--- src/rifmu_cfg.svh ---
// Purpose: constants of the radio interrupt flag and mask unit
// Assumes: 100 MHz system clock
// Notes: times are kept in microseconds, cycle counts derive from them
`ifndef RIFMU_CFG_SVH
`define RIFMU_CFG_SVH

// ==========================================================
// clock and serial bus
`define RIFMU_CLK_MHZ 100
`define RIFMU_DEV_ADDR 7'h11
`define RIFMU_POS_FLAG 8'h00
`define RIFMU_POS_MASK 8'h01
`define RIFMU_POS_LATEST_LOW 8'h0F
`define RIFMU_POS_PREV_LOW 8'h11
`define RIFMU_POS_MASK_WR 8'h00

// ==========================================================
// bit positions, shared by flag byte and mask byte
`define RIFMU_BIT_DAV 7
`define RIFMU_BIT_PROBE 6
`define RIFMU_BIT_SYNC 5
`define RIFMU_BIT_IF 4
`define RIFMU_BIT_LEV 3
`define RIFMU_BIT_PAUSE 2
`define RIFMU_BIT_READY 1
`define RIFMU_BIT_BAND 0

// ==========================================================
// reset values and byte masks
`define RIFMU_FLAG_RESET 8'h00
`define RIFMU_MASK_RESET 8'h00
`define RIFMU_MASK_KEEP 8'h20
`define RIFMU_MASK_WR_BITS 8'hBF
`define RIFMU_FLAG_STORE_BITS 8'hBF

// ==========================================================
// timing
`define RIFMU_IF_START_US 15000
`define RIFMU_IF_RESULT_US 30600
`define RIFMU_PAUSE_GUARD_US 500
`define RIFMU_TLOW_MAX_US 1000
`define RIFMU_IF_START_CYC (`RIFMU_IF_START_US * `RIFMU_CLK_MHZ)
`define RIFMU_IF_RESULT_CYC (`RIFMU_IF_RESULT_US * `RIFMU_CLK_MHZ)
`define RIFMU_PAUSE_GUARD_CYC (`RIFMU_PAUSE_GUARD_US * `RIFMU_CLK_MHZ)
`define RIFMU_TLOW_MAX_CYC (`RIFMU_TLOW_MAX_US * `RIFMU_CLK_MHZ)

`endif

--- src/rifmu_pkg.sv ---
// Purpose: types of the radio interrupt flag and mask unit
// Assumes: nothing
// Notes: constants live in rifmu_cfg.svh
`default_nettype none
package rifmu_pkg;

  // ==========================================================
  // serial bus slave states
  typedef enum logic [6:0] {
    st_idle = 7'h01,
    st_addr = 7'h02,
    st_addr_ack = 7'h04,
    st_tx = 7'h08,
    st_tx_ack = 7'h10,
    st_rx = 7'h20,
    st_rx_ack = 7'h40
  } rifmu_state_type;

  // ==========================================================
  // data available modes
  typedef enum logic [1:0] {
    dav_block_each_mode = 2'h0,
    dav_fast_pi_mode = 2'h1,
    dav_block_pair_mode = 2'h2
  } rifmu_dav_mode_type;

endpackage
`default_nettype wire

--- src/rifmu_pulse_if.sv ---
// Purpose: link between the flag logic and the interrupt one-shot
// Assumes: both ends on sys_clk
// Notes: trigger, rearm and cut are single-cycle strobes
`timescale 1ns/1ns
`default_nettype none
interface rifmu_pulse_if;
  logic trigger;
  logic rearm;
  logic cut;
  logic active;
  modport ctrl (output trigger, output rearm, output cut, input active);
  modport shot (input trigger, input rearm, input cut, output active);
endinterface
`default_nettype wire

--- src/rifmu_oneshot.sv ---
// Purpose: one-shot that times the low period of the interrupt line
// Assumes: strobes come from logic on sys_clk
// Notes: after firing it stays blocked until rearmed
`timescale 1ns/1ns
`default_nettype none
module rifmu_oneshot
#(
  parameter int TLOW_CYCLES = 100000
)
(
  input wire logic sys_clk,
  input wire logic reset_n,
  rifmu_pulse_if.shot pulse
);

  localparam int CW = $clog2(TLOW_CYCLES + 1);

  logic armed_reg;
  logic active_reg;
  logic [CW-1:0] count_reg;

  assign pulse.active = active_reg;

  // ==========================================================
  // pulse timing
  always_ff @(posedge sys_clk)
  begin
    if (!reset_n)
    begin
      armed_reg <= 1'h1;
      active_reg <= 1'h0;
      count_reg <= '0;
    end
    else
    begin
      if (pulse.rearm)
        armed_reg <= 1'h1;
      if (active_reg)
      begin
        count_reg <= count_reg + CW'(1);
        if (pulse.cut || count_reg == CW'(TLOW_CYCLES - 1))
          active_reg <= 1'h0;
      end
      else if (pulse.trigger && armed_reg)
      begin
        active_reg <= 1'h1;
        armed_reg <= 1'h0;
        count_reg <= '0;
      end
    end
  end

endmodule
`default_nettype wire

--- src/rifmu_unit.sv ---
// Purpose: interrupt flag and mask unit of an FM/RDS receiver
// Assumes: host is the serial bus master; events are sys_clk pulses
// Notes: bus pins are sampled with three flops
//
// Functional notes
// - a read returns flag byte first, then mask byte.
// - flags active high; bits dav, probe, sync, if, level, pause, ready, band.
// - interrupt only for flags whose mask bit at same position is 1.
// - reading both bytes clears all masks except sync-loss mask.
// - sync-loss mask changes only by a host write.
// - flags and masks clear on read and on reset.
// - events during an interrupt-byte read wait until clearing is done.
// - window opens at read bit, closes at second ack or stop.
// - flag-only read then stop clears flags, leaves masks.
// - line low at most its maximum, ends early on flag and mask read.
// - repeated event on a set flag gives no new interrupt.
// - one-shot blocks after firing until mask read then written.
// - events during the low period do not extend it.
// - mask write enabling a set flag fires the line at once.
// - reading latest or previous block low byte clears data available.
// - data available set by sync found, fast PI block, or synced blocks.
// - sync loss with mask set raises flag and idles RDS section.
// - sync loss with mask clear restarts search and sets data available.
// - sync-loss flag cleared by mask byte read.
// - IF error flag set on bad IF count during tuning.
// - continuous IF counting starts 15 ms after tuning ready.
// - IF result reflects original channel 30.6 ms after tuning.
// - IF error flag cleared by mask read or tuning start.
// - tuning ready set at tuning end, cleared by mask read.
// - band limit set on band end or no lock, cleared by mask read.
// - level flag cleared by mask read or tuning start.
// - pause flag clears on read only 500 us after it was raised.
`include "rifmu_cfg.svh"
`timescale 1ns/1ns
`default_nettype none
module rifmu_unit
  import rifmu_pkg::*;
#(
  parameter logic [6:0] DEV_ADDR = `RIFMU_DEV_ADDR,
  parameter int IF_START_CYCLES = `RIFMU_IF_START_CYC,
  parameter int IF_RESULT_CYCLES = `RIFMU_IF_RESULT_CYC,
  parameter int PAUSE_GUARD_CYCLES = `RIFMU_PAUSE_GUARD_CYC,
  parameter int TLOW_CYCLES = `RIFMU_TLOW_MAX_CYC
)
(
  input wire logic sys_clk,
  input wire logic reset_n,
  input wire logic scl_pin,
  input wire logic sda_in,
  output logic sda_out,
  output logic sda_oe,
  output logic interrupt_line_n_out,
  output logic interrupt_line_n_oe,
  input wire logic factory_probe_bit,
  input wire logic ev_if_error,
  input wire logic ev_level,
  input wire logic ev_pause,
  input wire logic ev_tune_start,
  input wire logic ev_tune_done,
  input wire logic ev_band_limit,
  input wire logic rds_block_done,
  input wire logic rds_sync_found,
  input wire logic rds_pi_block,
  input wire logic rds_sync_lost,
  input wire rifmu_dav_mode_type dav_mode,
  input wire logic new_sync_search_bit,
  input wire logic [7:0] ext_read_byte,
  output logic [7:0] read_position,
  output logic rds_idle,
  output logic rds_restart,
  output logic if_count_run,
  output logic if_result_current
);

  localparam int IW = $clog2(IF_RESULT_CYCLES + 1);
  localparam int PW = $clog2(PAUSE_GUARD_CYCLES + 1);

  logic [2:0] scl_sync_reg;
  logic [2:0] sda_sync_reg;
  logic scl_st_reg;
  logic sda_st_reg;
  logic scl_prev_reg;
  logic sda_prev_reg;
  logic scl_rise;
  logic scl_fall;
  logic bus_start;
  logic bus_stop;
  rifmu_state_type state_reg;
  logic [2:0] bit_cnt_reg;
  logic [7:0] shift_reg;
  logic [1:0] phase_reg;
  logic is_read_reg;
  logic acked_reg;
  logic sda_oe_reg;
  logic [7:0] rd_ptr_reg;
  logic [7:0] wr_ptr_reg;
  logic [7:0] flag_reg;
  logic [7:0] flag_next;
  logic [7:0] pending_reg;
  logic [7:0] pending_next;
  logic [7:0] mask_reg;
  logic [7:0] act_prev_reg;
  logic [7:0] active_vec;
  logic [7:0] ev_vec;
  logic [7:0] clr_vec;
  logic [7:0] keep_vec;
  logic window_reg;
  logic flag_seen_reg;
  logic mask_seen_reg;
  logic window_open;
  logic byte_read_done;
  logic close_b1;
  logic close_b2;
  logic close_any;
  logic mask_write;
  logic [7:0] mask_wdata;
  logic sync_enable;
  logic synced_reg;
  logic pair_half_reg;
  logic rds_idle_reg;
  logic rds_restart_reg;
  logic dav_event;
  logic sync_event;
  logic [PW-1:0] pause_age_reg;
  logic pause_clearable;
  logic [IW-1:0] if_age_reg;
  logic if_timing_reg;
  logic if_run_reg;
  logic if_current_reg;
  logic sda_low_reg;
  logic line_low_reg;
  logic [7:0] tx_byte;
  rifmu_pulse_if pulse ();

  // ==========================================================
  // byte presented at a read position
  function automatic logic [7:0] rd_byte(input logic [7:0] pos);
    logic [7:0] b;
    b = ext_read_byte;
    if (pos == `RIFMU_POS_FLAG)
      b = {flag_reg[7], factory_probe_bit, flag_reg[5:0]};
    else if (pos == `RIFMU_POS_MASK)
      b = mask_reg & `RIFMU_MASK_WR_BITS;
    return b;
  endfunction

  always_comb tx_byte = rd_byte(rd_ptr_reg);

  // ==========================================================
  // pin sampling
  always_ff @(posedge sys_clk)
  begin
    if (!reset_n)
    begin
      scl_sync_reg <= 3'h7;
      sda_sync_reg <= 3'h7;
      scl_st_reg <= 1'h1;
      sda_st_reg <= 1'h1;
      scl_prev_reg <= 1'h1;
      sda_prev_reg <= 1'h1;
    end
    else
    begin
      scl_sync_reg <= {scl_sync_reg[1:0], scl_pin};
      sda_sync_reg <= {sda_sync_reg[1:0], sda_in};
      if (scl_sync_reg[1] == scl_sync_reg[2])
        scl_st_reg <= scl_sync_reg[2];
      if (sda_sync_reg[1] == sda_sync_reg[2])
        sda_st_reg <= sda_sync_reg[2];
      scl_prev_reg <= scl_st_reg;
      sda_prev_reg <= sda_st_reg;
    end
  end

  assign scl_rise = scl_st_reg && !scl_prev_reg;
  assign scl_fall = !scl_st_reg && scl_prev_reg;
  assign bus_start = scl_st_reg && scl_prev_reg && sda_prev_reg && !sda_st_reg;
  assign bus_stop = scl_st_reg && scl_prev_reg && !sda_prev_reg && sda_st_reg;

  // ==========================================================
  // serial bus slave
  always_ff @(posedge sys_clk)
  begin
    if (!reset_n)
    begin
      state_reg <= st_idle;
      bit_cnt_reg <= 3'h0;
      shift_reg <= 8'h00;
      phase_reg <= 2'h0;
      is_read_reg <= 1'h0;
      acked_reg <= 1'h0;
      sda_oe_reg <= 1'h0;
      rd_ptr_reg <= 8'h00;
      wr_ptr_reg <= 8'h00;
    end
    else if (bus_start)
    begin
      state_reg <= st_addr;
      bit_cnt_reg <= 3'h0;
      sda_oe_reg <= 1'h0;
    end
    else if (bus_stop)
    begin
      state_reg <= st_idle;
      sda_oe_reg <= 1'h0;
    end
    else
    begin
      unique case (state_reg)
        st_idle:
        begin
          sda_oe_reg <= 1'h0;
        end
        st_addr:
        begin
          if (scl_rise)
          begin
            shift_reg <= {shift_reg[6:0], sda_st_reg};
            bit_cnt_reg <= bit_cnt_reg + 3'h1;
            if (bit_cnt_reg == 3'h7)
            begin
              phase_reg <= 2'h0;
              is_read_reg <= sda_st_reg;
              rd_ptr_reg <= `RIFMU_POS_FLAG;
              wr_ptr_reg <= `RIFMU_POS_MASK_WR;
              state_reg <= (shift_reg[6:0] == DEV_ADDR) ? st_addr_ack : st_idle;
            end
          end
        end
        st_addr_ack:
        begin
          if (scl_fall && phase_reg == 2'h0)
          begin
            sda_oe_reg <= 1'h1;
            phase_reg <= 2'h1;
          end
          else if (scl_fall)
          begin
            bit_cnt_reg <= 3'h0;
            if (is_read_reg)
            begin
              sda_oe_reg <= !tx_byte[7];
              shift_reg <= {tx_byte[6:0], 1'h0};
              state_reg <= st_tx;
            end
            else
            begin
              sda_oe_reg <= 1'h0;
              state_reg <= st_rx;
            end
          end
        end
        st_tx:
        begin
          if (scl_fall && bit_cnt_reg != 3'h0)
          begin
            sda_oe_reg <= !shift_reg[7];
            shift_reg <= {shift_reg[6:0], 1'h0};
          end
          if (scl_rise)
          begin
            bit_cnt_reg <= bit_cnt_reg + 3'h1;
            if (bit_cnt_reg == 3'h7)
            begin
              phase_reg <= 2'h0;
              state_reg <= st_tx_ack;
            end
          end
        end
        st_tx_ack:
        begin
          if (scl_fall && phase_reg == 2'h0)
          begin
            sda_oe_reg <= 1'h0;
            phase_reg <= 2'h1;
          end
          else if (scl_rise && phase_reg == 2'h1)
          begin
            acked_reg <= !sda_st_reg;
            rd_ptr_reg <= rd_ptr_reg + 8'h01;
            phase_reg <= 2'h2;
          end
          else if (scl_fall && phase_reg == 2'h2)
          begin
            bit_cnt_reg <= 3'h0;
            if (acked_reg)
            begin
              sda_oe_reg <= !tx_byte[7];
              shift_reg <= {tx_byte[6:0], 1'h0};
              state_reg <= st_tx;
            end
            else
              state_reg <= st_idle;
          end
        end
        st_rx:
        begin
          if (scl_rise)
          begin
            shift_reg <= {shift_reg[6:0], sda_st_reg};
            bit_cnt_reg <= bit_cnt_reg + 3'h1;
            if (bit_cnt_reg == 3'h7)
            begin
              phase_reg <= 2'h0;
              state_reg <= st_rx_ack;
            end
          end
        end
        st_rx_ack:
        begin
          if (scl_fall && phase_reg == 2'h0)
          begin
            sda_oe_reg <= 1'h1;
            phase_reg <= 2'h1;
          end
          else if (scl_fall)
          begin
            sda_oe_reg <= 1'h0;
            bit_cnt_reg <= 3'h0;
            wr_ptr_reg <= wr_ptr_reg + 8'h01;
            state_reg <= st_rx;
          end
        end
      endcase
    end
  end

  // ==========================================================
  // read window and strobes
  assign window_open = state_reg == st_addr && scl_rise && bit_cnt_reg == 3'h7 &&
                       shift_reg[6:0] == DEV_ADDR && sda_st_reg;
  assign byte_read_done = state_reg == st_tx_ack && scl_rise && phase_reg == 2'h1;
  assign close_b2 = window_reg && byte_read_done && rd_ptr_reg == `RIFMU_POS_MASK;
  assign close_b1 = window_reg && flag_seen_reg && (bus_stop || bus_start);
  assign close_any = close_b2 || (window_reg && (bus_stop || bus_start));
  assign mask_write = state_reg == st_rx && scl_rise && bit_cnt_reg == 3'h7 &&
                      wr_ptr_reg == `RIFMU_POS_MASK_WR;
  assign mask_wdata = {shift_reg[6:0], sda_st_reg};

  always_ff @(posedge sys_clk)
  begin
    if (!reset_n)
    begin
      window_reg <= 1'h0;
      flag_seen_reg <= 1'h0;
      mask_seen_reg <= 1'h0;
    end
    else
    begin
      if (window_open)
        window_reg <= 1'h1;
      else if (close_any)
        window_reg <= 1'h0;
      if (close_any)
        flag_seen_reg <= 1'h0;
      else if (window_reg && byte_read_done && rd_ptr_reg == `RIFMU_POS_FLAG)
        flag_seen_reg <= 1'h1;
      if (close_b2)
        mask_seen_reg <= 1'h1;
      else if (mask_write)
        mask_seen_reg <= 1'h0;
    end
  end

  // ==========================================================
  // RDS synchronisation events
  assign sync_enable = mask_reg[`RIFMU_BIT_SYNC];
  assign dav_event = !rds_idle_reg &&
                     (rds_sync_found ||
                      (!synced_reg && dav_mode == dav_fast_pi_mode && rds_pi_block) ||
                      (synced_reg && rds_block_done &&
                       (dav_mode != dav_block_pair_mode || pair_half_reg)) ||
                      (synced_reg && rds_sync_lost && !sync_enable));
  assign sync_event = !rds_idle_reg && synced_reg && rds_sync_lost && sync_enable;

  always_ff @(posedge sys_clk)
  begin
    if (!reset_n)
    begin
      synced_reg <= 1'h0;
      pair_half_reg <= 1'h0;
      rds_idle_reg <= 1'h0;
      rds_restart_reg <= 1'h0;
    end
    else
    begin
      rds_restart_reg <= 1'h0;
      if (new_sync_search_bit && rds_idle_reg)
      begin
        rds_idle_reg <= 1'h0;
        rds_restart_reg <= 1'h1;
      end
      else if (synced_reg && rds_sync_lost && !rds_idle_reg)
      begin
        synced_reg <= 1'h0;
        rds_idle_reg <= sync_enable;
        rds_restart_reg <= !sync_enable;
      end
      else if (rds_sync_found && !rds_idle_reg)
      begin
        synced_reg <= 1'h1;
        pair_half_reg <= 1'h0;
      end
      else if (synced_reg && rds_block_done && dav_mode == dav_block_pair_mode)
        pair_half_reg <= !pair_half_reg;
    end
  end

  // ==========================================================
  // flags, pending events and masks
  always_comb
  begin
    ev_vec = 8'h00;
    ev_vec[`RIFMU_BIT_DAV] = dav_event;
    ev_vec[`RIFMU_BIT_SYNC] = sync_event;
    ev_vec[`RIFMU_BIT_IF] = ev_if_error;
    ev_vec[`RIFMU_BIT_LEV] = ev_level;
    ev_vec[`RIFMU_BIT_PAUSE] = ev_pause;
    ev_vec[`RIFMU_BIT_READY] = ev_tune_done;
    ev_vec[`RIFMU_BIT_BAND] = ev_band_limit;
    clr_vec = 8'h00;
    clr_vec[`RIFMU_BIT_IF] = ev_tune_start;
    clr_vec[`RIFMU_BIT_LEV] = ev_tune_start;
    clr_vec[`RIFMU_BIT_DAV] = byte_read_done &&
                              (rd_ptr_reg == `RIFMU_POS_LATEST_LOW ||
                               rd_ptr_reg == `RIFMU_POS_PREV_LOW);
    keep_vec = 8'h00;
    keep_vec[`RIFMU_BIT_PAUSE] = !pause_clearable;
    flag_next = flag_reg & ~clr_vec;
    pending_next = pending_reg;
    if (close_b1 || close_b2)
      flag_next = flag_next & keep_vec;
    if (close_any)
    begin
      flag_next = flag_next | pending_reg | ev_vec;
      pending_next = 8'h00;
    end
    else if (window_reg)
      pending_next = pending_reg | ev_vec;
    else
      flag_next = flag_next | ev_vec;
    flag_next = flag_next & `RIFMU_FLAG_STORE_BITS;
  end

  assign active_vec = flag_reg & mask_reg;

  always_ff @(posedge sys_clk)
  begin
    if (!reset_n)
    begin
      flag_reg <= `RIFMU_FLAG_RESET;
      pending_reg <= 8'h00;
      mask_reg <= `RIFMU_MASK_RESET;
      act_prev_reg <= 8'h00;
    end
    else
    begin
      flag_reg <= flag_next;
      pending_reg <= pending_next;
      act_prev_reg <= active_vec;
      if (close_b2)
        mask_reg <= mask_reg & `RIFMU_MASK_KEEP;
      else if (mask_write)
        mask_reg <= mask_wdata & `RIFMU_MASK_WR_BITS;
    end
  end

  // ==========================================================
  // pause clear guard
  always_ff @(posedge sys_clk)
  begin
    if (!reset_n)
      pause_age_reg <= '0;
    else if (ev_pause && !flag_reg[`RIFMU_BIT_PAUSE])
      pause_age_reg <= '0;
    else if (!pause_clearable)
      pause_age_reg <= pause_age_reg + PW'(1);
  end

  assign pause_clearable = pause_age_reg >= PW'(PAUSE_GUARD_CYCLES);

  // ==========================================================
  // IF counter timing after tuning
  always_ff @(posedge sys_clk)
  begin
    if (!reset_n)
    begin
      if_age_reg <= '0;
      if_timing_reg <= 1'h0;
      if_run_reg <= 1'h0;
      if_current_reg <= 1'h0;
    end
    else if (ev_tune_start)
    begin
      if_timing_reg <= 1'h0;
      if_run_reg <= 1'h0;
      if_current_reg <= 1'h0;
    end
    else if (ev_tune_done)
    begin
      if_age_reg <= '0;
      if_timing_reg <= 1'h1;
      if_run_reg <= 1'h0;
      if_current_reg <= 1'h0;
    end
    else if (if_timing_reg)
    begin
      if (if_age_reg != IW'(IF_RESULT_CYCLES))
        if_age_reg <= if_age_reg + IW'(1);
      if_run_reg <= if_age_reg >= IW'(IF_START_CYCLES);
      if_current_reg <= if_age_reg >= IW'(IF_RESULT_CYCLES);
    end
  end

  // ==========================================================
  // interrupt one-shot
  assign pulse.trigger = |(active_vec & ~act_prev_reg);
  assign pulse.rearm = mask_write && mask_seen_reg;
  assign pulse.cut = close_b2;

  rifmu_oneshot #(
    .TLOW_CYCLES(TLOW_CYCLES)
  ) u_oneshot (
    .sys_clk(sys_clk),
    .reset_n(reset_n),
    .pulse(pulse)
  );

  always_ff @(posedge sys_clk)
  begin
    sda_low_reg <= 1'h0;
    line_low_reg <= 1'h0;
  end

  // ==========================================================
  // outputs
  assign sda_out = sda_low_reg;
  assign sda_oe = sda_oe_reg;
  assign interrupt_line_n_out = line_low_reg;
  assign interrupt_line_n_oe = pulse.active;
  assign read_position = rd_ptr_reg;
  assign rds_idle = rds_idle_reg;
  assign rds_restart = rds_restart_reg;
  assign if_count_run = if_run_reg;
  assign if_result_current = if_current_reg;

endmodule
`default_nettype wire

--- config.mk ---
export PLATFORM = sky130hd
export DESIGN_NAME = rifmu_unit
export DESIGN_NICKNAME = d
export VERILOG_FILES = /design/src/rifmu_pkg.sv /design/src/rifmu_pulse_if.sv /design/src/rifmu_oneshot.sv /design/src/rifmu_unit.sv
export VERILOG_INCLUDE_DIRS = /design/src
export SDC_FILE = /design/constraint.sdc
export NUM_CORES = 1
export LEC_CHECK = 0
export ABC_AREA = 0
export BUFFER_PORTS_ARGS = -buffer_cell sky130_fd_sc_hd__buf_2
export CORE_MARGIN = 2
export CORE_UTILIZATION = 30
export CTS_BUF_LIST = sky130_fd_sc_hd__clkbuf_16
export CTS_CLUSTER_SIZE = 8
export DETAILED_ROUTE_END_ITERATION = 8
export GPL_TIMING_DRIVEN = 0
export SLEW_MARGIN = 25
export SYNTH_ARGS = -nofsm -noshare
export SYNTH_HDL_FRONTEND = slang
export SYNTH_SLANG_ARGS = --single-unit
--- constraint.sdc ---
create_clock -name sys_clk -period 2.7 [get_ports sys_clk]
set_clock_uncertainty 0.15 [all_clocks]
set_input_delay 0.675 -clock sys_clk [delete_from_list [all_inputs] [get_ports sys_clk]]
set_output_delay 0.675 -clock sys_clk [all_outputs]
set_load 0.005 [all_outputs]
Yosys cells after proc, flatten, opt, wreduce, memory -nomap -nowiden
Index checks and enable logic that the tools add are counted.
- flip-flop bits (word level): 147
- output and inout bits: 16
- logic and storage cells: 323
- $add $sub $neg: 6
- magnitude comparators: 3
- equality and inequality tests: 63
- muxes and demuxes: 87
- bitwise operators: 18
- reduce and logical (&&, ||, !) cells: 109
- operators by type and width (cell ; number):
    $mux 8 ; 20
    $mux 7 ; 13
    $mux 22 ; 3
    $ne 4x4->1 const B ; 13
    $logic_and 1x1->1 ; 44
    $pmux 7 s6 ; 1
    $ne 2x2->1 const B ; 19
    $mux 17 ; 2
    $or 8x8->8 ; 4
    $pmux 8 s2 ; 2
    $pmux 8 s4 ; 1
    $reduce_and 14->1 ; 2
    $reduce_and 7->1 ; 4
    $mux 1 ; 26
    $and 8x8->8 ; 3
    $add 22x1->22 const B ; 1
    $ge 22x21->1 const B ; 1
    $ge 22x22->1 const B ; 1
    $ne 22x22->1 const B ; 1
    $mux 3 ; 7
    $ne 3x3->1 const B ; 6
    $reduce_bool 2->1 ; 9
    $add 17x1->17 const B ; 1
    $eq 17x17->1 const B ; 1
    45 further kinds ; 101

Logic depth before layout (Yosys ltp)
Gate-level depths: netlist (run 1).
- word-level depth: 12
- gate-level depth with buffers: 9

Modules after synthesis
From an unflattened synthesis (run 1), not the netlist that was laid out.
- cell total of the unflattened synthesis: 870
- area total of the unflattened synthesis: 7120.6 um^2
- modules (own cells, without submodules) (module ; times used ; cells each ; area each (um^2) ; sequential area each (um^2)):
    rifmu_unit ; 1 ; 760 ; 6169.7 ; 2502.4
    rifmu_oneshot ; 1 ; 110 ; 950.9 ; 380.4

Worst setup path after synthesis (run 1)
Ideal clock, no wire load.
- kind: input to register
- from: input ev_tune_start
- to: register if_age_reg[20]
- library setup time: 0.128 ns
- arrival time: 2.000 ns
- data required time: 2.422 ns
- slack: 0.423 ns
- stages on the path: 7
- buffers on the path: 1
- cells stage by stage: clkbuf_1 -> o21ba_2 -> nand3_1 -> or3_1 -> nor3_1 -> xnor2_1 -> nor2_1
- longest elaborated chain between the ends: 2
- ends and longest elaborated chain (item ; line ; text):
    start, declared ; rifmu_unit.sv:58 ; input wire logic ev_tune_start,
    $not 1->1 (no source line) ; - ;
    $reduce_and 3->1 (no source line) ; - ;
    end signal, assigned ; rifmu_unit.sv:509 ; if_age_reg <= if_age_reg + IW'(1);
    end, declared ; rifmu_unit.sv:126 ; logic [IW-1:0] if_age_reg;
No other way between the ends.
A chain may end at the register's enable or synchronous reset.

Worst setup path in the final report (run 1)
- from: register state_reg[3]
- to: register rd_ptr_reg[6], in the netlist read_position[6]
- longest elaborated chain between the ends: 3
- elaborated cells between the ends (all ways): 9
- ends and longest elaborated chain (item ; line ; text):
    start, declared ; rifmu_unit.sv:88 ; rifmu_state_type state_reg;
    start signal, assigned ; rifmu_unit.sv:186 ; state_reg <= st_idle;
    start signal, assigned ; rifmu_unit.sv:198 ; state_reg <= st_addr;
    start signal, assigned ; rifmu_unit.sv:204 ; state_reg <= st_idle;
    $eq 7x5->1 / $eq 7x2->1 (equally long branches) ; rifmu_unit.sv:209 ; unique case (state_reg)
    $ne 2x2->1 (no source line) / $reduce_bool 2->1 (equally long branches) ; - ;
    $reduce_and 7->1 (no source line) ; - ;
    end signal, assigned ; rifmu_unit.sv:224 ; rd_ptr_reg <= `RIFMU_POS_FLAG;
    end signal, assigned ; rifmu_unit.sv:280 ; rd_ptr_reg <= rd_ptr_reg + 8'h01;
    end, declared ; rifmu_unit.sv:95 ; logic [7:0] rd_ptr_reg;
Parallel ways exist; a longest one is shown, timed or not.

==> results of run 1 <==
[repair_timing]
item / CTS / global route
cloned: 0 / 0
setup endpoints to repair: 1 / 4
gates resized for setup: 1 / 2
setup buffers: 0 / 0
[logic make-up after synthesis]
kind of cell,share of synthesized area
other,0.000525
DFF,0.404
xor gates and xnor gates,0.0601
and+or+nand+nor,0.286
muxes,0.0184
AOI/OAI and AO/OA,0.171
adders and majority gates,0.0228
buffers and inverters,0.0379
[per-stage QoR]
stage	setup WS, ns	utilization	total power (W)	TNS, ns	area (µm²)
after detailed placement	-0.0514	0.330	0.00236	-0.220	7730
after floorplan	0.423	-	0.00229	0	7140
after CTS	0.129	0.360	0.00513	0	8420
final	0.190	0.360	0.00508	0	8430
after global routing	0.0207	0.360	0.00526	0	8430
after global placement	-0.0448	0.330	0.00236	-0.168	7730
[where the power goes]
part	internal [W]	switching, W
Clock	0.00182	0.000940
Combinational	0.0000575	0.0000975
Sequential	0.00214	0.0000153
[synthesized netlist by cell type (16+ instances only)]
cell type	number
nand4_1	20
and3_1	16
nand3_1	42
dfxtp_1	144
inv_1	25
clkbuf_1	25
and2_1	25
nand2_1	89
nor2_1	104
o21ai_0	53
xor2_1	34
a21oi_1	48
[path summary, 6_finish.rpt]
kind	start	end	cells after the start
max	state_reg[3]	read_position[6]	7
min	scl_sync_reg[0]	scl_sync_reg[1]	1
max reg2reg	state_reg[3]	read_position[6]	7
min reg2reg	scl_sync_reg[0]	scl_sync_reg[1]	1
[final cells by class]
type                            count  share of cell area
Multi-Input combinational cell    652               0.474
Sequential cell                   144               0.342
Clock buffer                       17              0.0504
Tap cell                          319              0.0473
Clock inverter                     15              0.0314
Timing Repair Buffer               38              0.0225
Buffer                             38              0.0209
Inverter                           25              0.0111
[critical path, cell delays in order, from the launching register on]
cell	delay [ns]
dfxtp_1	0.29
buf_2	0.18
nor4_4	0.36
nand3_1	0.41
nand2_1	0.27
nand4_1	0.19
or4_1	0.51
nand2_1	0.08
[metal layers]
layer / global-route usage / wire [µm]
met5: 0 / 0
met4: 0.0545 / 326
met3: 0.0326 / 623
met2: 0.245 / 8430
met1: 0.184 / 8120
[cells in the final DEF, fill, tap and decap left out, types with 17 or more instances in the layout]
| cell type | count |
|---|---|
| a21oi_1 | 48 |
| and2_1 | 25 |
| buf_2 | 45 |
| clkbuf_1 | 25 |
| clkbuf_16 | 17 |
| dfxtp_1 | 144 |
| inv_1 | 26 |
| nand2_1 | 89 |
| nand3_1 | 42 |
| nand4_1 | 20 |
| nor2_1 | 104 |
| o21ai_0 | 53 |
| xor2_1 | 34 |
==> flow_summary_export.csv, run 1 <==
group,metric,value,unit
status,status,"finished clean",
global_routing,grt_start_max_net_pins,17,
logic_synthesis,synthTopCellsByArea,"dfxtp_1 40%, nor2_1 5.5%, nand2_1 4.7%",
timing,drv_slew,0,
cells_and_area,fillers,2481,
cells_and_area,ff_latch_area,0.00288,mm²
timing,slew_headroom,0.494,
routing,first_iter_violations,333,
worst_hold_path,hold_class,"reg2reg",
global_routing,first_global_vias,5790,
global_routing,grt.overflow.total,0,
worst_setup_path,end_kind,"flip-flop",
placed_design,portBuffers,38,
cells_and_area,synthToLayoutAreaGrowth,18.2,%
clock_network,clk_pin_slew,0.06,ns
worst_setup_path,arrival,2.72,ns
logic_synthesis,yosysWarnings,0,
worst_setup_path,critPathKind,"reg2reg",
logic_synthesis,synth_top_area_frac,0.404,
floorplan,start_util,0.305,
clock_network,htreeDepth,4,
global_routing,grt_pass1_wl,29.0,mm
logic_synthesis,synth-edff-count,0,
floorplan,num_rows,56,
timing,tightest_slew,0.756,ns
routing,avgViaCountPerCell,4.92,
timing,period_share,0.930,
logic_synthesis,synthDominantAreaCellType,"dfxtp_1",
worst_setup_path,cp-start-kind,"flip-flop",
placed_design,post-dp-hpwl,12.6,mm
global_routing,antenna_found_initial,0,
timing,whs,0.257,ns
logic_synthesis,ys_seq_area_frac,0.404,
timing,setup_viol,0,
cells_and_area,final_nets,955,
logic_synthesis,yosys.cell_types.count,76,
routing,drt_wl_total,17.5,mm
run,maxCapViolCount,0,
logic_synthesis,yosys_register_bits,144,
routing,wl_per_cell,14.0,µm
clock_network,clock_latency,0.42,ns
worst_setup_path,required,2.91,ns
clock_network,cts-root-buf,"clkbuf_16",
logic_synthesis,ys.flop_type,"dfxtp_1",
routing,vias,6142,
cells_and_area,multi_input_area,0.00400,mm²
worst_setup_path,r2r_setup_slack,0.19,ns
routing,ant_nets,0,
worst_setup_path,cp_max_fo,10,
floorplan,dieArea,0.0250,mm²
logic_synthesis,syn_area_per_cell,8.32,µm²
clock_network,cts_made_buffers,17,
routing,drc,0,
global_routing,grtUsageTotal,0.146,
clock_network,ctsHoldBuffers,0,
floorplan,die_width,158,µm
clock_network,clock_path_buffers,2,
clock_network,clock_sinks,144,
logic_synthesis,synthCells,858,
timing,period_needed,2.51,ns
logic_synthesis,async_flop_share,0,
clock_network,cts_tree,"built",
cells_and_area,drive_gt1_frac,0.110,
floorplan,core,0.0234,mm²
logic_synthesis,synth.cell_area,0.00714,mm²
cells_and_area,fin_cells,1248,
routing,dr.pass1.iters,5,
cells_and_area,largest_reg_flops,22,
floorplan,fp.dieH,158,µm
cells_and_area,diodes,0,
timing,hold_viol,0,
power_and_ir_drop,power.density,602,mW/mm²
timing,rsz0062_at_grt,"no",
timing,max_freq,0.398,GHz
power_and_ir_drop,leakagePower,3.16,nW
placed_design,dp_cells,1216,
placed_design,place_congestion,0.893,
power_and_ir_drop,max-vdd-ir-drop,0.427,mV
floorplan,ios,42,
Note: power is estimated with default switching activity, not from simulation.
==> inputs of run 2 (changes only) <==
==> constraint.sdc (replaced) <==
create_clock -name sys_clk -period 2.7 [get_ports sys_clk]
set_clock_uncertainty 0.15 [all_clocks]
set_input_delay 0.27 -clock sys_clk [delete_from_list [all_inputs] [get_ports sys_clk]]
set_output_delay 0.27 -clock sys_clk [all_outputs]
set_load 0.005 [all_outputs]
==> flow_summary_export.csv, run 2 (same netlist as run 1, synthesis figures left out) <==
group,metric,value,unit
global_routing,grt.overflow.total,0,
status,status,"finished clean",
worst_setup_path,crit_path_frequent_cell,"nand2_1",
global_routing,grtUsageTotal,0.147,
cells_and_area,final_nets,962,
placed_design,postPlaceCellArea,0.00773,mm²
clock_network,clock_sinks,144,
timing,fin_tns_setup,0,ns
worst_setup_path,slowest_delay,0.51,ns
power_and_ir_drop,leakagePower,3.18,nW
worst_setup_path,cp.buffers_inverters,1,
routing,avgViaCountPerCell,4.91,
worst_hold_path,hold_depth,3,
floorplan,ios,42,
run,maxCapViolCount,0,
worst_setup_path,critPathKind,"reg2reg",
worst_setup_path,ff2ff_path_depth,7,
cells_and_area,final_common_cell,"dfxtp_1",
timing,rsz0062_at_grt,"no",
worst_setup_path,reg2reg_from,"state_reg[3]",
worst_setup_path,end_kind,"flip-flop",
clock_network,htreeDepth,4,
cells_and_area,fin_cells,1255,
timing,slew_headroom,0.500,
cells_and_area,synthToLayoutAreaGrowth,19.2,%
timing,period_share,0.926,
cells_and_area,drive_gt1_frac,0.109,
worst_setup_path,cp_cell_sequence,"buf_2 -> nor4_4 -> nand3_1 -> nand2_1 -> nand4_1 -> or4_1 -> nand2_1",
clock_network,clk_pin_slew,0.07,ns
power_and_ir_drop,pwr-share-seq,0.424,
floorplan,dieArea,0.0250,mm²
placed_design,place_congestion,0.893,
timing,drv_slew,0,
power_and_ir_drop,swShare,0.208,
worst_setup_path,path_depth,7,
clock_network,clock_latency,0.43,ns
floorplan,core,0.0234,mm²
worst_setup_path,crit_slowest_cell,"or4_1",
worst_hold_path,holdPathEnd,"pair_half_reg",
placed_design,post-dp-hpwl,12.6,mm
cells_and_area,fin_area,0.00850,mm²
placed_design,portBuffers,38,
worst_hold_path,hold_class,"in2reg",
global_routing,first_global_vias,5795,
global_routing,antenna_found_initial,0,
clock_network,cts-root-buf,"clkbuf_16",
worst_setup_path,arrival,2.71,ns
worst_setup_path,cpLargestDelayFamily,"simple AND/OR/NAND/NOR gates",
power_and_ir_drop,p_int,0.00403,W
floorplan,num_rows,56,
floorplan,die_width,158,µm
clock_network,cts_tree,"built",
timing,max_freq,0.400,GHz
global_routing,grt_start_max_net_pins,17,
routing,vias,6163,
worst_setup_path,cp-start-kind,"flip-flop",
routing,wl_per_cell,14.0,µm
timing,period_needed,2.50,ns
power_and_ir_drop,power.density,598,mW/mm²
clock_network,clock_path_buffers,2,
worst_setup_path,r2r_end,"read_position[6]",
timing,setup_viol,0,
power_and_ir_drop,p_clk_frac,0.544,
routing,drt_wl_total,17.6,mm
worst_setup_path,required,2.91,ns
cells_and_area,diodes,0,
timing,hold_viol,0,
routing,ant_nets,0,
placed_design,dp_cells,1216,
cells_and_area,layout.cells.most_common_list,"144 x dfxtp_1, 104 x nor2_1, 89 x nand2_1",
timing,tightest_slew,0.747,ns
worst_hold_path,holdCritStartpoint,"new_sync_search_bit",
power_and_ir_drop,p_total,0.00509,W
cells_and_area,largest_reg_flops,22,
power_and_ir_drop,pwr-share-comb,0.032,
routing,drc,0,
worst_setup_path,r2r_setup_slack,0.20,ns
power_and_ir_drop,max-vdd-ir-drop,0.430,mV
floorplan,fp.dieH,158,µm
floorplan,start_util,0.305,
worst_setup_path,cp_max_fo,10,
routing,first_iter_violations,331,
power_and_ir_drop,p_sw,0.00106,W
cells_and_area,fin_util,0.363,
worst_setup_path,setup.worst_path.start,"state_reg[3]",
routing,dr.pass1.iters,5,
clock_network,cts_made_buffers,17,
global_routing,grt_pass1_wl,29.0,mm
-- run 2: cell count changes in the layout (fill, tap and decap cells not counted) --
cell           before  now
dlygate4sd3_1       0    7
-- run 2: worst max-delay path by stage --
stage,to,slack (ns)
6_report,read_position[6],0.20
5_1_grt,shift_reg[5],0.02
4_1_cts,u_oneshot.count_reg[11],0.13
3_5_place_dp,state_reg[0],-0.05
3_3_place_gp,state_reg[0],0.002
2_1_floorplan,state_reg[0],0.59
-- run 2: layout make-up --
| class | count | area (µm²) |
|---|---|---|
| Timing Repair Buffer | 45 | 260 |
| Sequential cell | 144 | 2880 |
| Buffer | 38 | 176 |
| Tap cell | 319 | 399 |
| Fill cell | 2476 | 14900 |
| Multi-Input combinational cell | 652 | 4000 |
| Clock inverter | 15 | 265 |
| Inverter | 25 | 93.8 |
| Clock buffer | 17 | 425 |
-- run 2: metal layers --
| metal | wire length [µm] | part of all wire | track usage |
|---|---|---|---|
| met3 | 636 | 0.036 | 0.0323 |
| met5 | 0 | 0 | 0 |
| met2 | 8410 | 0.48 | 0.245 |
| met4 | 324 | 0.018 | 0.0545 |
| met1 | 8210 | 0.47 | 0.185 |
-- run 2: per-stage QoR --
stage          worst slack (ns)  hold slack (ns)
2_1_floorplan             0.592            0.221
6_report                  0.200           0.0312
5_1_grt                  0.0207           0.0434
4_1_cts                   0.129           0.0204
3_3_place_gp            0.00244            0.240
3_5_place_dp            -0.0514            0.246
-- run 2: worst reg2reg max path, cell delays in order, from the launching register on --
cell,delay (ns)
dfxtp_1,0.29
buf_2,0.18
nor4_4,0.36
nand3_1,0.40
nand2_1,0.27
nand4_1,0.19
or4_1,0.51
nand2_1,0.08
-- run 2: power by group through the flow --
stage / clock network (W) / logic [W] / registers [W]
after CTS: 0.00282 / 0.000166 / 0.00216
after floorplan: 0 / 0.0000927 / 0.00220
after detailed placement: 0 / 0.000157 / 0.00220
after global routing: 0.00292 / 0.000183 / 0.00216
final: 0.00277 / 0.000163 / 0.00216
after global placement: 0 / 0.000156 / 0.00220
-- run 2: timing repair --
item | 4_1_cts | 5_1_grt
endpoints found under the hold margin | 7 | 0
hold buffers | 7 | 0
endpoints found under the setup margin | 1 | 4
setup buffers | 0 | 0
gates resized for setup | 1 | 2
pin swaps | 0 | 0
==> inputs of run 3 (changes only) <==
SLEW_MARGIN = 20   (was 25)
clock period = 3.2 ns   (was 2.7 ns; I/O delays follow)
==> flow_summary_export.csv, run 3 (same netlist as run 1, synthesis figures left out) <==
group,metric,value,unit
floorplan,dieArea,0.0250,mm²
worst_setup_path,critPathKind,"reg2reg",
floorplan,fp.dieH,158,µm
cells_and_area,synthToLayoutAreaGrowth,18.3,%
worst_hold_path,hold_class,"in2reg",
routing,avgViaCountPerCell,4.91,
clock_network,clock_path_buffers,2,
clock_network,htreeDepth,4,
cells_and_area,drive_gt1_frac,0.107,
cells_and_area,layout.cells.most_common_list,"144 x dfxtp_1, 104 x nor2_1, 89 x nand2_1",
floorplan,core,0.0234,mm²
worst_setup_path,arrival,2.84,ns
worst_setup_path,cp_max_fo,10,
placed_design,portBuffers,38,
clock_network,ctsHoldBuffers,2,
worst_setup_path,cp-start-kind,"flip-flop",
timing,whs,0.0235,ns
cells_and_area,ff_latch_area,0.00288,mm²
cells_and_area,fillers,2480,
cells_and_area,final_nets,957,
floorplan,die_width,158,µm
clock_network,cts-root-buf,"clkbuf_16",
timing,period_share,0.847,
routing,ant_nets,0,
cells_and_area,diodes,0,
worst_setup_path,required,3.33,ns
floorplan,ios,42,
timing,rsz0062_at_grt,"no",
placed_design,place_congestion,0.893,
timing,slew_headroom,0.442,
timing,period_needed,2.71,ns
power_and_ir_drop,max-vdd-ir-drop,0.361,mV
timing,max_freq,0.369,GHz
cells_and_area,largest_reg_flops,22,
worst_setup_path,cp_cell_sequence,"buf_2 -> xor2_1 -> o211ai_1 -> a21boi_0 -> nor2_1 -> a211oi_1 -> o21ai_1",
routing,drc,0,
timing,hold_viol,0,
clock_network,cts_tree,"built",
timing,drv_slew,0,
global_routing,antenna_found_initial,0,
global_routing,grt.overflow.total,0,
routing,first_iter_violations,327,
routing,wl_per_cell,14.0,µm
cells_and_area,fin_area,0.00844,mm²
timing,setup_viol,0,
cells_and_area,multi_input_area,0.00399,mm²
global_routing,grt_pass1_wl,29.0,mm
placed_design,postPlaceCellArea,0.00773,mm²
status,status,"finished clean",
clock_network,post_cts_buffers,0,
routing,drt_wl_total,17.5,mm
clock_network,cts_made_buffers,17,
global_routing,grtUsageTotal,0.146,
routing,vias,6140,
clock_network,clock_latency,0.42,ns
global_routing,first_global_vias,5790,
power_and_ir_drop,power.density,508,mW/mm²
power_and_ir_drop,leakagePower,3.16,nW
timing,fin_tns_setup,0,ns
floorplan,num_rows,56,
cells_and_area,fin_cells,1250,
placed_design,dp_cells,1216,
worst_setup_path,crit_slowest_cell,"a21boi_0",
timing,tightest_slew,0.830,ns
run,maxCapViolCount,0,
clock_network,ctsResizeCount,0,
clock_network,clock_sinks,144,
worst_setup_path,end_kind,"flip-flop",
worst_setup_path,slowest_delay,0.72,ns
cells_and_area,final_common_cell,"dfxtp_1",
placed_design,post-dp-hpwl,12.6,mm
floorplan,start_util,0.305,
routing,dr.pass1.iters,5,
global_routing,grt_start_max_net_pins,17,
clock_network,clk_pin_slew,0.07,ns
[run 3: cell count changes in the layout (fill, tap and decap cells not counted), sizes merged]
cell / change
dlygate4sd3: -5
[run 3: worst paths after layout]
check,startpoint,to,slack [ns],cells after the start
hold reg to reg,scl_sync_reg[0],scl_sync_reg[1],0.26,1
hold / removal,ev_if_error,pending_reg[4],0.02,3
setup / recovery,state_reg[2],state_reg[0],0.49,7
setup reg to reg,state_reg[2],state_reg[0],0.49,7
[run 3: stage by stage]
step	util	power [W]	setup slack, ns
2_1_floorplan	-	0.00193	1.09
3_3_place_gp	0.330	0.00199	0.502
3_5_place_dp	0.330	0.00199	0.449
4_1_cts	0.361	0.00433	0.434
5_1_grt	0.361	0.00444	0.340
6_report	0.361	0.00429	0.490
[run 3: critical path, delay by kind of cell, from the launching register on]
family / cells / cell delay, ns
AO/OA/AOI/OAI: 4 / 1.37
XOR/XNOR: 1 / 0.09
buffers and inverters: 1 / 0.24
flip-flops: 1 / 0.41
AND/OR/NAND/NOR: 1 / 0.30
[run 3: where the power goes]
group | total [W] | switching [W] | internal (W)
Combinational | 0.000133 | 0.0000830 | 0.0000501
Sequential | 0.00182 | 0.0000128 | 0.00181
Clock | 0.00234 | 0.000796 | 0.00154
Total | 0.00429 | 0.000892 | 0.00340
[run 3: area by class of cell]
| class | instances | area share |
|---|---|---|
| inverters | 25 | 0.0111 |
| multi-input cells | 652 | 0.472 |
| repair buffers | 40 | 0.0249 |
| flip-flops and latches | 144 | 0.342 |
| well taps | 319 | 0.0473 |
| clock buffers | 17 | 0.0504 |
| clock inverters | 15 | 0.0314 |
| plain buffers | 38 | 0.0209 |
[run 3: layer usage]
metal | GRT usage | vias up | part of all wire
met5 | 0 | - | 0
met4 | 0.0545 | 0 | 0.018
met3 | 0.0326 | 20 | 0.037
met2 | 0.245 | 102 | 0.48
met1 | 0.184 | 2881 | 0.46
li1 | - | 3137 | -
